--- src/pkg/ccfg_pkg.sv ---
// Constants, register layouts and state types for the charger configuration register bank.
// ==========================================================================
// How it works
// - Discharge limit code picks 500, 1000, 1500 mA or no limit; default 1000.
// - Undervoltage code 0-2 gives 3.0 V, then 2.8 V down to 2.0 V; default 2.
// - Charge-state change raises the interrupt only while its mask is clear; reset masked.
// - Input-limit fault interrupt suppressed while its mask is set; reset masked.
// - One mask gates both power management interrupts; reset enabled.
// - Thermistor bit clear stops thermistor charge control only; monitoring stays on.
// - Precharge threshold is 3 V when clear, 2.8 V when set.
// - Timer-slow bit halves the charge timer outside constant-current and constant-voltage.
// - Safety timer code picks 3, 6 or 12 hours, or disables it; default 6.
// - Watchdog restores defaults at 160 s, resets at 160 s or 40 s, or is off.
// - Long-press time is 5, 10, 15 or 20 s; default 10 s.
// - Long-press reset optionally also needs the input supply good.
// - Auto wake restart interval is 0.5, 1, 2 or 4 s; default 1 s.
// - Input current limit codes give 50 to 1100 mA; default 500 mA.
// - Event flags behind the masks clear when they are read.
package ccfg_pkg;

	// ==========================================================================
	// Register map.
	localparam logic [3:0] CCFG_ADDR_DISCH = 4'h6;
	localparam logic [3:0] CCFG_ADDR_DEVCTL = 4'h7;
	localparam logic [3:0] CCFG_ADDR_TMRLIM = 4'h8;
	localparam logic [3:0] CCFG_ADDR_FLAGS = 4'hd;
	localparam logic [7:0] CCFG_DISCH_RST = 8'h56;
	localparam logic [7:0] CCFG_DEVCTL_RST = 8'h84;
	localparam logic [7:0] CCFG_TMRLIM_RST = 8'h4d;

	// ==========================================================================
	// Timing: one slow tick is 100 ms; durations count slow ticks.
	localparam int CCFG_CLK_PERIOD_PS = 5000;
	localparam int CCFG_TICK_MS = 100;
	localparam longint CCFG_TICK_CYCLES = longint'(CCFG_TICK_MS) * 1000000000 / CCFG_CLK_PERIOD_PS;
	localparam int CCFG_WD_LONG_S = 160;
	localparam int CCFG_WD_SHORT_S = 40;
	localparam int CCFG_LPRESS_STEP_S = 5;
	localparam int CCFG_WAKE_BASE_MS = 500;
	localparam int CCFG_SAFETY_BASE_H = 3;
	localparam logic [10:0] CCFG_WD_LONG_T = 11'(CCFG_WD_LONG_S * 1000 / CCFG_TICK_MS);
	localparam logic [10:0] CCFG_WD_SHORT_T = 11'(CCFG_WD_SHORT_S * 1000 / CCFG_TICK_MS);
	localparam logic [7:0] CCFG_LPRESS_T = 8'(CCFG_LPRESS_STEP_S * 1000 / CCFG_TICK_MS);
	localparam logic [5:0] CCFG_WAKE_T = 6'(CCFG_WAKE_BASE_MS / CCFG_TICK_MS);
	localparam logic [19:0] CCFG_SAFETY_T = 20'(CCFG_SAFETY_BASE_H * 3600 * 1000 / CCFG_TICK_MS);

	// ==========================================================================
	// Field codes.
	localparam logic [1:0] CCFG_SEL_OFF = 2'h3;
	localparam logic [1:0] CCFG_WD_RESTORE = 2'h0;
	localparam logic [1:0] CCFG_WD_RESET_SHORT = 2'h2;
	localparam logic [2:0] CCFG_UVLO_FLOOR_CODE = 3'h2;
	localparam logic [11:0] CCFG_UVLO_TOP_MV = 12'hbb8;
	localparam logic [11:0] CCFG_UVLO_STEP_MV = 12'h0c8;
	localparam logic [11:0] CCFG_PRECHG_HI_MV = 12'hbb8;
	localparam logic [11:0] CCFG_PRECHG_LO_MV = 12'haf0;
	localparam logic [10:0] CCFG_DISCH_STEP_MA = 11'h1f4;

	// ==========================================================================
	// Register layouts, most significant field first.
	typedef struct packed {
		logic [1:0] discharge_limit_sel;
		logic [2:0] undervoltage_threshold_sel;
		logic charge_state_irq_mask;
		logic input_limit_irq_mask;
		logic power_mgmt_irq_mask;
	} ccfg_disch_t;

	typedef struct packed {
		logic thermistor_auto_enable;
		logic precharge_threshold_sel;
		logic spare_store;
		logic timer_half_speed_enable;
		logic [1:0] safety_timer_sel;
		logic [1:0] watchdog_sel;
	} ccfg_devctl_t;

	typedef struct packed {
		logic [1:0] long_press_duration_sel;
		logic reset_needs_input_good;
		logic [1:0] wake_restart_interval_sel;
		logic [2:0] input_current_limit_sel;
	} ccfg_tmrlim_t;

	// Events from the analog side, also the layout of the flag register.
	typedef struct packed {
		logic supply_voltage_power_mgmt;
		logic input_voltage_power_mgmt;
		logic input_limit;
		logic charge_state;
	} ccfg_evt_t;

	// Host access port of the serial-bus target.
	typedef struct packed {
		logic wr;
		logic rd;
		logic [3:0] addr;
		logic [7:0] wdata;
	} ccfg_req_t;

	typedef struct packed {
		ccfg_disch_t disch;
		ccfg_devctl_t devctl;
		ccfg_tmrlim_t tmrlim;
		ccfg_evt_t flags;
		logic [7:0] rdata;
		logic irq;
		logic [10:0] wd_cnt;
		logic [7:0] lp_cnt;
		logic lp_done;
		logic [5:0] wake_cnt;
		logic [19:0] safety_cnt;
		logic half_phase;
		logic safety_expired;
		logic wd_restore;
		logic hw_reset;
		logic wake;
	} ccfg_state_t;

	localparam ccfg_state_t CCFG_STATE_RST = '{disch: CCFG_DISCH_RST, devctl: CCFG_DEVCTL_RST,
		tmrlim: CCFG_TMRLIM_RST, default: '0};

endpackage

--- src/rtl/ccfg_tick.sv ---
// Slow tick generator that paces every long timer of the register bank.
`timescale 1ns/1ps
module ccfg_tick #(
	parameter longint CYCLES = ccfg_pkg::CCFG_TICK_CYCLES
) (
	input wire logic clock,
	input wire logic reset_n,
	output logic tick
);
	import ccfg_pkg::*;

	typedef struct packed {
		logic [31:0] cnt;
		logic tick;
	} ccfg_tick_state_t;

	ccfg_tick_state_t s_q, s_d;

	// ==========================================================================
	// A single-cycle pulse once every CYCLES clocks.
	always_comb begin
		s_d = s_q;
		s_d.tick = 1'b0;
		if (s_q.cnt >= 32'(CYCLES - 1)) begin
			s_d.cnt = '0;
			s_d.tick = 1'b1;
		end else begin
			s_d.cnt = s_q.cnt + 32'h1;
		end
	end

	always_ff @(posedge clock or negedge reset_n) begin
		if (!reset_n) begin
			s_q <= '0;
		end else begin
			s_q <= s_d;
		end
	end

	assign tick = s_q.tick;
endmodule

--- src/rtl/ccfg_regs.sv ---
// Charger configuration register bank with its timers, masks and decoded settings.
`timescale 1ns/1ps
module ccfg_regs #(
	parameter longint TICK_CYCLES = ccfg_pkg::CCFG_TICK_CYCLES
) (
	input wire logic clock,
	input wire logic reset_n,
	input wire ccfg_pkg::ccfg_req_t req,
	output logic [7:0] rdata,
	input wire ccfg_pkg::ccfg_evt_t events,
	input wire logic charging,
	input wire logic phase_cc_cv,
	input wire logic button_held,
	input wire logic input_supply_good,
	output logic irq,
	output logic [10:0] discharge_limit_ma,
	output logic discharge_limit_off,
	output logic [11:0] undervoltage_mv,
	output logic thermistor_charge_ctrl_en,
	output logic thermistor_monitor_en,
	output logic [11:0] precharge_mv,
	output logic [10:0] input_limit_ma,
	output logic safety_expired,
	output logic wd_restore,
	output logic hw_reset,
	output logic wake
);
	import ccfg_pkg::*;

	ccfg_state_t s_q, s_d;
	logic tick;
	logic [10:0] wd_limit;
	logic [7:0] lp_limit;
	logic [5:0] wake_limit;
	logic [19:0] safety_limit;
	logic safety_step;
	ccfg_evt_t unmasked;

	ccfg_tick #(
		.CYCLES(TICK_CYCLES)
	) u_tick (
		.clock(clock),
		.reset_n(reset_n),
		.tick(tick)
	);

	// ==========================================================================
	// Limits from the selection fields, in slow ticks.
	always_comb begin
		wd_limit = (s_q.devctl.watchdog_sel == CCFG_WD_RESET_SHORT) ? CCFG_WD_SHORT_T : CCFG_WD_LONG_T;
		lp_limit = 8'(CCFG_LPRESS_T * (8'(s_q.tmrlim.long_press_duration_sel) + 8'h1));
		wake_limit = CCFG_WAKE_T << s_q.tmrlim.wake_restart_interval_sel;
		safety_limit = CCFG_SAFETY_T << s_q.devctl.safety_timer_sel;
		// Half speed means only every second tick counts outside CC and CV.
		safety_step = tick && (!s_q.devctl.timer_half_speed_enable || phase_cc_cv || s_q.half_phase);
	end

	// ==========================================================================
	// Main next-state logic: host access, flags, timers.
	always_comb begin
		s_d = s_q;
		s_d.wd_restore = 1'b0;
		s_d.hw_reset = 1'b0;
		s_d.wake = 1'b0;

		// Reads are answered one cycle after the strobe; unmapped reads return zero.
		if (req.rd) begin
			case (req.addr)
				CCFG_ADDR_DISCH: s_d.rdata = s_q.disch;
				CCFG_ADDR_DEVCTL: s_d.rdata = s_q.devctl;
				CCFG_ADDR_TMRLIM: s_d.rdata = s_q.tmrlim;
				CCFG_ADDR_FLAGS: begin
					s_d.rdata = {4'h0, s_q.flags};
					s_d.flags = '0;
				end
				default: s_d.rdata = 8'h00;
			endcase
		end

		// Writes to the three configuration registers; the flag register ignores writes.
		if (req.wr) begin
			case (req.addr)
				CCFG_ADDR_DISCH: s_d.disch = req.wdata;
				CCFG_ADDR_DEVCTL: s_d.devctl = req.wdata;
				CCFG_ADDR_TMRLIM: s_d.tmrlim = req.wdata;
				default: ;
			endcase
		end

		// New events are ORed in after the read clear, so a set wins over a clear.
		s_d.flags = s_d.flags | events;

		// Watchdog: any host write restarts it; the host is trusted to keep writing.
		if (s_q.devctl.watchdog_sel == CCFG_SEL_OFF || req.wr) begin
			s_d.wd_cnt = '0;
		end else if (tick) begin
			if (s_q.wd_cnt >= wd_limit - 11'h1) begin
				s_d.wd_cnt = '0;
				if (s_q.devctl.watchdog_sel == CCFG_WD_RESTORE) begin
					s_d.wd_restore = 1'b1;
					s_d.disch = CCFG_DISCH_RST;
					s_d.devctl = CCFG_DEVCTL_RST;
					s_d.tmrlim = CCFG_TMRLIM_RST;
				end else begin
					s_d.hw_reset = 1'b1;
				end
			end else begin
				s_d.wd_cnt = s_q.wd_cnt + 11'h1;
			end
		end

		// Long press: count while held, fire once, re-arm on release.
		if (!button_held) begin
			s_d.lp_cnt = '0;
			s_d.lp_done = 1'b0;
		end else begin
			if (tick && s_q.lp_cnt < lp_limit) begin
				s_d.lp_cnt = s_q.lp_cnt + 8'h1;
			end
			// With qualification on, the reset waits while held for the supply to turn good.
			if (s_q.lp_cnt >= lp_limit && !s_q.lp_done &&
					(!s_q.tmrlim.reset_needs_input_good || input_supply_good)) begin
				s_d.hw_reset = 1'b1;
				s_d.lp_done = 1'b1;
			end
		end

		// Auto wake restart pulses once per selected interval.
		if (tick) begin
			if (s_q.wake_cnt >= wake_limit - 6'h1) begin
				s_d.wake_cnt = '0;
				s_d.wake = 1'b1;
			end else begin
				s_d.wake_cnt = s_q.wake_cnt + 6'h1;
			end
		end

		// Fast-charge safety timer runs only while charging and is cleared otherwise.
		if (tick) begin
			s_d.half_phase = !s_q.half_phase;
		end
		if (!charging || s_q.devctl.safety_timer_sel == CCFG_SEL_OFF) begin
			s_d.safety_cnt = '0;
			s_d.safety_expired = 1'b0;
		end else if (safety_step && !s_q.safety_expired) begin
			if (s_q.safety_cnt >= safety_limit - 20'h1) begin
				s_d.safety_expired = 1'b1;
			end else begin
				s_d.safety_cnt = s_q.safety_cnt + 20'h1;
			end
		end

		// Interrupt level from pending flags that their masks let through.
		unmasked.charge_state = s_d.flags.charge_state && !s_d.disch.charge_state_irq_mask;
		unmasked.input_limit = s_d.flags.input_limit && !s_d.disch.input_limit_irq_mask;
		unmasked.input_voltage_power_mgmt = s_d.flags.input_voltage_power_mgmt &&
			!s_d.disch.power_mgmt_irq_mask;
		unmasked.supply_voltage_power_mgmt = s_d.flags.supply_voltage_power_mgmt &&
			!s_d.disch.power_mgmt_irq_mask;
		s_d.irq = |unmasked;
	end

	always_ff @(posedge clock or negedge reset_n) begin
		if (!reset_n) begin
			s_q <= CCFG_STATE_RST;
		end else begin
			s_q <= s_d;
		end
	end

	// ==========================================================================
	// Decoded settings for the analog loops, straight from register fields.
	always_comb begin
		discharge_limit_off = (s_q.disch.discharge_limit_sel == CCFG_SEL_OFF);
		discharge_limit_ma = 11'(CCFG_DISCH_STEP_MA * (11'(s_q.disch.discharge_limit_sel) + 11'h1));
		if (s_q.disch.discharge_limit_sel == CCFG_SEL_OFF) begin
			discharge_limit_ma = 11'h000;
		end
		// Codes at or below the floor code all sit at the top threshold.
		if (s_q.disch.undervoltage_threshold_sel <= CCFG_UVLO_FLOOR_CODE) begin
			undervoltage_mv = CCFG_UVLO_TOP_MV;
		end else begin
			undervoltage_mv = 12'(CCFG_UVLO_TOP_MV -
				CCFG_UVLO_STEP_MV * 12'(s_q.disch.undervoltage_threshold_sel - CCFG_UVLO_FLOOR_CODE));
		end
		precharge_mv = s_q.devctl.precharge_threshold_sel ? CCFG_PRECHG_LO_MV : CCFG_PRECHG_HI_MV;
		case (s_q.tmrlim.input_current_limit_sel)
			3'h0: input_limit_ma = 11'h032;
			3'h1: input_limit_ma = 11'h064;
			3'h2: input_limit_ma = 11'h0c8;
			3'h3: input_limit_ma = 11'h12c;
			3'h4: input_limit_ma = 11'h190;
			3'h5: input_limit_ma = 11'h1f4;
			3'h6: input_limit_ma = 11'h2bc;
			default: input_limit_ma = 11'h44c;
		endcase
	end

	// Monitoring never stops; only thermistor-driven charge control follows the bit.
	assign thermistor_charge_ctrl_en = s_q.devctl.thermistor_auto_enable;
	assign thermistor_monitor_en = 1'b1;
	assign rdata = s_q.rdata;
	assign irq = s_q.irq;
	assign safety_expired = s_q.safety_expired;
	assign wd_restore = s_q.wd_restore;
	assign hw_reset = s_q.hw_reset;
	assign wake = s_q.wake;
endmodule

--- config.mk ---
export PLATFORM = sky130hd
export DESIGN_NAME = ccfg_regs
export DESIGN_NICKNAME = d
export VERILOG_FILES = /design/src/pkg/ccfg_pkg.sv /design/src/rtl/ccfg_tick.sv /design/src/rtl/ccfg_regs.sv
export SDC_FILE = /design/constraint.sdc
export NUM_CORES = 1
export LEC_CHECK = 0
export BUFFER_PORTS_ARGS = -buffer_cell sky130_fd_sc_hd__buf_2
export CAP_MARGIN = 20
export CORE_ASPECT_RATIO = 0.6
export CORE_MARGIN = 2
export CORE_UTILIZATION = 30
export CTS_CLUSTER_SIZE = 25
export DETAILED_ROUTE_END_ITERATION = 10
export GPL_TIMING_DRIVEN = 0
export PLACE_DENSITY = 0.58
export SLEW_MARGIN = 30
export SYNTH_ARGS = -nofsm -noshare
export SYNTH_HDL_FRONTEND = slang
export SYNTH_SLANG_ARGS = --single-unit
--- constraint.sdc ---
create_clock -name clock -period 3.3 [get_ports clock]
set_input_delay 0.66 -clock clock [delete_from_list [all_inputs] [get_ports clock]]
set_output_delay 0.66 -clock clock [all_outputs]
set_load 0.01 [all_outputs]
Word level (Yosys, flattened, before mapping)
Cells that the tools add are included.
{"block": "word_totals", "elab_cells": 146, "register_bits": 121, "rom_bits": 0, "latch_bits": 0, "output_inout_bits": 62, "n_memories": 0, "mem_bits_rw": 0}
{"block": "classes", "n_shift": 2, "bitwise_logic": 1, "n_reduce_logical": 31, "mux": 40, "n_div": 0, "addsub": 12, "eq_ne": 17, "magnitude_cmp": 7, "n_mul": 3}
{"operator": "24-bit 2-to-1 mux", "n": 5}
{"operator": "11-bit case mux with 7 select lines", "n": 1}
{"operator": "20-bit 2-to-1 mux", "n": 3}
{"operator": "11-bit 2-to-1 mux", "n": 5}
{"operator": "32-bit by 1-bit adder with 32-bit output (second input constant)", "n": 1}
{"operator": "32-bit by 25-bit >= comparator with 1-bit output (second input constant)", "n": 1}
{"operator": "32-bit 2-to-1 mux", "n": 1}
{"operator": "8-bit 2-to-1 mux", "n": 4}
{"operator": "8-bit case mux with 4 select lines", "n": 1}
{"operator": "12-bit 2-to-1 mux", "n": 2}
{"operator": "20-bit by 1-bit adder with 20-bit output (second input constant)", "n": 1}
{"operator": "20-bit >= comparator", "n": 1}
{"operator": "17-bit by 2-bit left shift with 20-bit output (first input constant)", "n": 1}
{"operator": "20-bit by 1-bit subtractor with 20-bit output (second input constant)", "n": 1}
{"operator": "9-bit 2-to-1 mux", "n": 2}
{"operator": "5-bit by 12-bit multiplier with 9-bit output (first input constant)", "n": 1}
{"operator": "12-bit subtractor (first input constant)", "n": 1}
{"operator": "11-bit by 1-bit adder with 11-bit output (second input constant)", "n": 1}
{"operator": "11-bit >= comparator", "n": 1}
{"operator": "1-bit 2-to-1 mux", "n": 11}
{"operator": "11-bit by 1-bit subtractor with 11-bit output (second input constant)", "n": 1}
{"operator": "3-bit == test (second input constant)", "n": 3}
{"operator": "1-bit logical AND", "n": 9}
{"operator": "1-bit zero test", "n": 9}
{"operator": "other kinds (29)", "n": 46}

Logic depth before layout (Yosys ltp)
Gate-level depths: netlist (run 1).
{"block": "logic_depth", "ltp_word": 10, "mapped_depth": 11}

Cells and area by module
Synthesis (run 1) repeated with hierarchy kept, for this count alone.
{"block": "hier_totals", "cells_unflattened": 821, "area_unflattened_um2": 7543.5}
{"mod": "ccfg_regs", "area_each_um2": 5985.7, "cells_per_inst": 669, "instances": 1}
{"mod": "ccfg_tick", "area_each_um2": 1557.7, "cells_per_inst": 152, "instances": 1}

Worst setup path before layout (run 1)
OpenSTA, ideal clock, no wires.
{"block": "synth_path", "kind": "register to output", "from": "register s_q[84] in the netlist's numbering", "to": "output undervoltage_mv[11]", "setup_slack_ns": 0.130, "arrival_ns": 2.510, "required_time_ns": 2.640, "stages_incl_launch_ff": 11, "path_cell_list": "dfstp_2 -> inv_1 -> ha_1 -> ha_1 -> ha_1 -> inv_1 -> fa_1 -> xor2_1 -> o31ai_1 -> xor2_1 -> nand2_1"}
{"block": "synth_via", "elab_chain_cells": 4, "word_cells_on_any_way": 5, "cone_classes": "add/sub (2); mul (1); order compare (1); mux (1)"}
{"item": "start, declared", "line": "ccfg_regs.sv:30", "source": "ccfg_state_t s_q, s_d;"}
{"item": "start signal, assigned", "line": "ccfg_regs.sv:165", "source": "s_q <= CCFG_STATE_RST;"}
{"item": "start signal, assigned", "line": "ccfg_regs.sv:167", "source": "s_q <= s_d;"}
{"item": "3-bit by 2-bit subtractor with 4-bit output", "line": "ccfg_regs.sv:184", "source": "CCFG_UVLO_STEP_MV * 12'(s_q.disch.undervoltage_threshold_sel - CCFG_UVLO_FLOOR_CODE));"}
{"item": "5-bit by 12-bit multiplier with 9-bit output", "line": "ccfg_regs.sv:184"}
{"item": "12-bit subtractor", "line": "ccfg_regs.sv:183", "source": "undervoltage_mv = 12'(CCFG_UVLO_TOP_MV -"}
{"item": "12-bit 2-to-1 mux (*)", "line": "ccfg_regs.sv:180", "source": "if (s_q.disch.undervoltage_threshold_sel <= CCFG_UVLO_FLOOR_CODE) begin"}
{"item": "end, declared", "line": "ccfg_regs.sv:18", "source": "output logic [11:0] undervoltage_mv,"}
Mark *: on every way between the ends. The rest lies on a longest branch, timed or not.

Worst setup path after layout (run 1)
Ends and elaborated chain as after synthesis.

==> results of run 1 <==
## critical path, delay by kind of cell (launching register included)
family,cells,cell delay [ns]
AO/OA/AOI/OAI,1,0.20
XOR/XNOR,2,0.34
adder cells (fa/ha/maj),4,0.96
buffers and inverters,3,0.25
flip-flops,1,0.59
AND/OR/NAND/NOR,1,0.06
## area by class of cell
type / instances / area share
multi-input cells: 598 / 0.4428
flip-flops and latches: 121 / 0.3317
clock buffers: 20 / 0.05087
repair buffers: 77 / 0.04800
well taps: 322 / 0.04391
plain buffers: 51 / 0.03682
inverters: 57 / 0.02359
clock inverters: 12 / 0.02127
diodes: 4 / 0.001091
## kinds of logic (layout without fill, tap and decap cells)
logic type | after synthesis | in the layout | synth area share
simple gates | 294 | 294 | 0.1973
mux | 11 | 11 | 0.01559
buf+inv | 108 | 217 | 0.07360
fa+ha+maj | 69 | 69 | 0.1167
flops | 121 | 121 | 0.4074
other cells | 2 | 27 | 0.001006
compound gates | 158 | 158 | 0.1380
xor+xnor | 43 | 43 | 0.05046
## sequential cells by signal (all words and copies together) (netlist names)
signal and cells:
hw_reset 1, irq 1, rdata 8, s_q 74, safety_expired 1, thermistor_charge_ctrl_en 1, u_tick.s_q 32, u_tick.tick 1
wake 1, wd_restore 1
## power by group through the flow
| stage | Clock [mW] | Sequential, mW | Combinational [mW] |
|---|---|---|---|
| after floorplan | 0 | 1.78 | 0.910 |
| after global placement | 0 | 1.82 | 1.24 |
| after detailed placement | 0 | 1.83 | 1.27 |
| after CTS | 2.13 | 1.80 | 1.41 |
| after global routing | 2.20 | 1.82 | 1.62 |
| final | 2.10 | 1.80 | 1.42 |
## placed cells by master (no fill, tap or decap), types with 9 or more instances in the layout
master,count
inv_1,52
o22ai_1,9
and3_1,13
nor2_1,62
clkbuf_16,17
nand2b_1,9
dfrtp_1,109
ha_1,64
xor2_1,25
buf_2,71
o21ai_0,28
a21oi_1,49
clkbuf_1,11
nor3_1,15
dfstp_2,10
nand2_1,81
buf_4,40
conb_1,23
or3_1,14
nand3_1,49
xnor2_1,16
nand4_1,15
## metal layers
metal / wire, um / track usage / share of wire
met1: 9953 / 0.2268 / 0.54
met2: 7057 / 0.1886 / 0.38
met3: 1138 / 0.04564 / 0.062
met4: 233 / 0.04798 / 0.013
met5: 26 / 0 / 0.0014
## per-stage QoR
step | utilization | cell area [um2]
after floorplan | - | 7542
after global placement | 0.3403 | 8280
after detailed placement | 0.3420 | 8323
after CTS | 0.3746 | 9116
after global routing | 0.3769 | 9170
final | 0.3771 | 9175
## path summary, 6_finish.rpt
check | cells after the start | slack, ns | end | from
min reg2reg | 1 | 0.47 | s_q[4] | s_q[4]
max reg2reg | 11 | 0.20 | s_q[10] | s_q[74]
max | 11 | -0.20 | undervoltage_mv[11] | s_q[84]
min in group clock | 2 | 0.43 | s_q[63] | events[3]
max in group asynchronous | 2 | 2.44 | s_q[70] | reset_n
min | 1 | 0.12 | u_tick.s_q[7] | reset_n
## what timing repair did
action                                  in CTS  in global routing
setup buffers                                5                  4
endpoints found under the setup margin       3                  6
resized for setup                           18                  3
pin swaps                                    5                  3
==> summary.md, run 1 <==
| Metric | Value |
|---|---|
| Status | finished, violations left |
| Failing checks | negative setup slack |
| Fmax | 285.8 MHz |
| Vias after detailed routing | 6091 |
| DRT Wirelength | 18.41 mm |
| Clock tree from TritonCTS | yes |
| Via/cell ratio | 4.826 |
| Syn Std Cell Area | 7463 um2 |
| Total power | 5.318 mW |
| RePlAce Congestion | 0.8302 |
| Clk sinks | 121 |
| Average size of a mapped cell | 9.260 um2 |
| Flop and latch count out of synthesis | 121 |
| Netlist cell types | 71 |
| DR DRC count | 0 |
| Top FF cell, synth | dfrtp_1 |
| Synthesis-to-finish area growth | 22.93% |
| Port Buffer Count | 67 |
| Clk root buf | clkbuf_16 |
| Worst setup margin | -0.1985 ns |
| Worst-Margin Slew | 0.8542 ns |
| Fillers | 2520 |
| H-tree levels | 4 |
| Die width | 207.6 um |
| CP max-delay cell | dfstp_2 |
| Setup TNS | -0.5183 ns |
| FP Rows | 44 |
| Unrepaired setup endpoints after global routing | yes |
| Maximum VDD drop | 0.3718 mV |
| Yosys top cell area share | 0.3722 |
| GRT Util Overall | 0.1469 |
| Io pins | 86 |
| Dpl cells | 1217 |
| Final Hold Vio Count | 0 |
| Clock Path Buffers | 2 |
| Worst EP arrival | 2.84 ns |
| Post-synth top cells | dfrtp_1, nand2_1, ha_1 |
| DR WL/cell | 14.59 um |
| Starting density of the core | 0.3067 |
| Worst slack, placed | -0.2019 ns |
| Reg area | 3043 um2 |
| Cell Int Power | 3.675 mW |
| # setup viols final | 3 |
| Clk slew on worst S/H paths | 0.06 ns |
| Multi-input gate area | 4063 um2 |
| Non-filler instance count after layout | 1262 |
| Global-route wire length before repair | 30.75 mm |
| Hold Slack | 0.1224 ns |
| Switching Share | 0.3089 |
| WS Path Type | reg -> out |
| Max-slew violations | 0 |
| Routed Antenna Nets | 0 |
| Critical Path Fanout Max | 4 |
| Worst-path cell chain | inv_4 > ha_4 > ha_4 > ha_4 > inv_2 > fa_2 > xor2_4 > o31ai_2 > xor2_1 > nand2_1 > buf_2 |
| Worst-Skew Late Latency | 0.43 ns |
| Power Density | 579.6 nW/um2 |
| Slew margin rel. | 0.4262 |
| Initial antenna violation count | 6 |
| First drt pass iteration count | 5 |
| Sequential share of the synthesized area | 0.4074 |
| Post-synth ARST share | 1.000 |
| Total core area | 24330 um2 |
| Clock share of power | 0.395 |
| Post-DP HPWL | 13.65 mm |
| Die Ht | 126.2 um |
| Crit-path max cell delay | 0.59 ns |
| CP startpoint kind | flop |
| Vias in the first global route | 5792 |
| Syn. warnings | 0 |
| Logic pwr share | 0.267 |
| Worst min path class | in -> async |
| Gr ovfl total | 0 |
| Worst setup EP type | output pin |
| CTS Hold Buffers Added | 0 |
| Top cells by area, synth | dfrtp_1, ha_1, nand2_1 |
| Critical path required time | 2.64 ns |
| Max-cap viol count | 0 |
| Sequential Power Share | 0.338 |
| Fin nets | 1016 |
| Num CTS Buffers | 17 |
| Final clock skew | 0.009386 ns |
| Die Area | 26200 um2 |
| EDFF count, synth | 0 |
| Leading area contributor after synthesis | dfrtp_1 |
| Count leader, synth | dfrtp_1 |
| P_sw | 1.643 mW |
| DR iter-0 viols | 484 |
| Crit path top cell by count | ha_4 |
| Clock period minus worst slack | 3.499 ns |
| Static Leak | 4.176 nW |
| Tcrit/Tclk final | 1.060 |
| Largest net degree at the start of global routing | 75 |
| Share of post-route cells with drive strength above 1 | 0.2051 |
| Post-Syn Instances | 806 |
No activity file was read; power rests on OpenSTA's default activity.
==> run 2, diff against run 1 <==
--- a/config.mk
+++ b/config.mk
@@ -5,7 +5,7 @@
 export SDC_FILE = /design/constraint.sdc
 export NUM_CORES = 1
 export LEC_CHECK = 0
-export BUFFER_PORTS_ARGS = -buffer_cell sky130_fd_sc_hd__buf_2
+export BUFFER_PORTS_ARGS = -buffer_cell sky130_fd_sc_hd__buf_4
 export CAP_MARGIN = 20
 export CORE_ASPECT_RATIO = 0.6
 export CORE_MARGIN = 2
==> constraint.sdc (replaced) <==
create_clock -name clock -period 3.3 [get_ports clock]
set_input_delay 0.495 -clock clock [delete_from_list [all_inputs] [get_ports clock]]
set_output_delay 0.495 -clock clock [all_outputs]
set_load 0.01 [all_outputs]
==> summary.md, run 2 (synthesis gave the netlist of run 1 again) <==
| Metric | Value |
|---|---|
| Max reg flops | 74 (unchanged) |
| Final Hold Vio Count | 0 (unchanged) |
| Clock Path Buffers | 2 (unchanged) |
| Clock tree from TritonCTS | yes (unchanged) |
| CP startpoint kind | flop (unchanged) |
| DR iter-0 viols | 407 (was 484) |
| Fin nets | 1017 (was 1016) |
| Crit path top cell by count | ha_4 (unchanged) |
| Power Density | 563.4 nW/um2 (was 579.6 nW/um2) |
| Num CTS Buffers | 17 (unchanged) |
| CP max-delay cell | dfstp_2 (unchanged) |
| Synthesis-to-finish area growth | 24.66% (was 22.93%) |
| Fmax | 300.5 MHz (was 285.8 MHz) |
| FP Rows | 44 (unchanged) |
| Fillers | 2457 (was 2520) |
| # setup viols final | 2 (was 3) |
| Worst-path cell chain | inv_4 > ha_4 > ha_4 > ha_4 > inv_2 > fa_2 > xor2_4 > o31ai_2 > xor2_1 > nand2_1 > buf_6 (was inv_4 > ha_4 > ha_4 > ha_4 > inv_2 > fa_2 > xor2_4 > o31ai_2 > xor2_1 > nand2_1 > buf_2) |
| Multi-input gate area | 4066 um2 (was 4063 um2) |
| Reg area | 3043 um2 (unchanged) |
| Hold Slack | 0.2594 ns (was 0.1224 ns) |
| Cell family with most CP delay | adder cells (unchanged) |
| H-tree levels | 4 (unchanged) |
| Die width | 207.6 um (unchanged) |
| RePlAce Congestion | 0.8303 (was 0.8302) |
| Total core area | 24330 um2 (unchanged) |
| First drt pass iteration count | 7 (was 5) |
| Total power | 5.242 mW (was 5.318 mW) |
| Share of post-route cells with drive strength above 1 | 0.2049 (was 0.2051) |
| Status | finished, violations left (unchanged) |
| Clk slew on worst S/H paths | 0.06 ns (about the same) |
| Static Leak | 4.208 nW (was 4.176 nW) |
| Bufs and invs on worst path | 3 (unchanged) |
| Routed Antenna Nets | 0 (unchanged) |
| Gr ovfl total | 0 (unchanged) |
| Tcrit/Tclk final | 1.008 (was 1.060) |
| GRT Util Overall | 0.1454 (was 0.1469) |
| Critical path required time | 2.80 ns (was 2.64 ns) |
| Largest net degree at the start of global routing | 79 (was 75) |
| Io pins | 86 (unchanged) |
| Most frequent cells in the layout | dfrtp_1, buf_4, nand2_1 (was dfrtp_1, nand2_1, buf_2) |
| DR DRC count | 0 (unchanged) |
| Die Area | 26200 um2 (unchanged) |
| Clk root buf | clkbuf_16 (unchanged) |
| Final core utilization | 0.3824 (was 0.3771) |
| Starting density of the core | 0.3067 (unchanged) |
| Clock period minus worst slack | 3.328 ns (was 3.499 ns) |
| Via/cell ratio | 4.828 (was 4.826) |
| Final clock skew | 0.007778 ns (was 0.009386 ns) |
| Maximum VDD drop | 0.3964 mV (was 0.3718 mV) |
| Global-route wire length before repair | 30.28 mm (was 30.75 mm) |
| Port Buffer Count | 67 (unchanged) |
| Die Ht | 126.2 um (unchanged) |
| Vias in the first global route | 5632 (was 5792) |
| Critical Path Fanout Max | 4 (unchanged) |
| Post-DP HPWL | 13.43 mm (was 13.65 mm) |
| Crit-path max cell delay | 0.61 ns (was 0.59 ns) |
| Max-slew violations | 0 (unchanged) |
| Initial antenna violation count | 6 (unchanged) |
| DRT Wirelength | 18.42 mm (was 18.41 mm) |
| Setup TNS | -0.03440 ns (was -0.5183 ns) |
| Worst-Margin Slew | 0.8961 ns (was 0.8542 ns) |
| Commonest non-fill, non-tap cell in the layout | dfrtp_1 (unchanged) |
| Worst-Skew Late Latency | 0.43 ns (about the same) |
| WS Path Type | reg -> out (unchanged) |
| DR WL/cell | 14.60 um (was 14.59 um) |
| Worst min path class | in -> reg (was in -> async) |
| Vias after detailed routing | 6093 (was 6091) |
| Max-cap viol count | 0 (unchanged) |
| Failing checks | negative setup slack (unchanged) |
| Non-filler instance count after layout | 1262 (unchanged) |
| Slew margin rel. | 0.3980 (was 0.4262) |
| Worst setup EP type | output pin (unchanged) |
| Worst setup margin | -0.02768 ns (was -0.1985 ns) |
| Top reg by flops | s_q (unchanged) |
| Dpl cells | 1217 (unchanged) |
| Worst EP arrival | 2.83 ns (was 2.84 ns) |
| Clk sinks | 121 (unchanged) |
| Unrepaired setup endpoints after global routing | yes (unchanged) |
## run 2: cell count changes in the layout (fill, tap and decap cells not counted), sizes merged
cell,before,now
dlygate4sd3,0,1
buf,115,116
clkbuf,32,31
diode,4,3
bufinv,5,3
clkinv,4,6
## run 2: layout make-up
type                       instances  area share
tap                              322     0.04330
sequential                       121      0.3271
buffer                            51     0.03604
clock buffer                      20     0.04909
multi-input combinational        598      0.4371
timing repair buffer              78     0.06737
antenna                            3   0.0008069
inverter                          57     0.02327
clock inverter                    12     0.01600
## run 2: report_power, final
group / internal, mW / switching, mW / leakage [nW]
sequential: 1.63 / 0.161 / 1.57
clock: 1.22 / 0.703 / 0.288
combinational: 0.733 / 0.791 / 2.35
## run 2: layer usage
metal / wire [um] / share of wire / track usage
met1: 9534 / 0.52 / 0.2202
met2: 7202 / 0.39 / 0.1880
met3: 1453 / 0.079 / 0.05461
met4: 203 / 0.011 / 0.04005
met5: 29 / 0.0016 / 0
## run 2: path summary, 6_finish.rpt
kind                       startpoint             endpoint  slack (ns)  cells after the start
hold reg to reg                s_q[4]               s_q[4]        0.47                      1
setup / recovery              s_q[84]  undervoltage_mv[11]       -0.03                     11
setup reg to reg              s_q[74]              s_q[10]        0.24                     11
hold / removal              events[2]              s_q[62]        0.26                      2
max in group asynchronous     reset_n              s_q[84]        2.02                      3
min in group asynchronous     reset_n        u_tick.s_q[6]        0.54                      2
## run 2: per-stage QoR
step                      setup slack (ns)  area [um2]
after global placement            -0.04175        8448
after floorplan                     0.2954        7542
after global routing               -0.1589        9299
final                             -0.02768        9304
after detailed placement         -0.007087        8488
after CTS                         -0.05031        9246
## run 2: what timing repair did
item                                    in CTS  in global routing
endpoints found under the hold margin       43                  0
hold buffers                                 1                  0
endpoints found under the setup margin       3                  8
setup buffers                                7                  2
pin swaps                                    6                  2
resized for setup                           18                  6
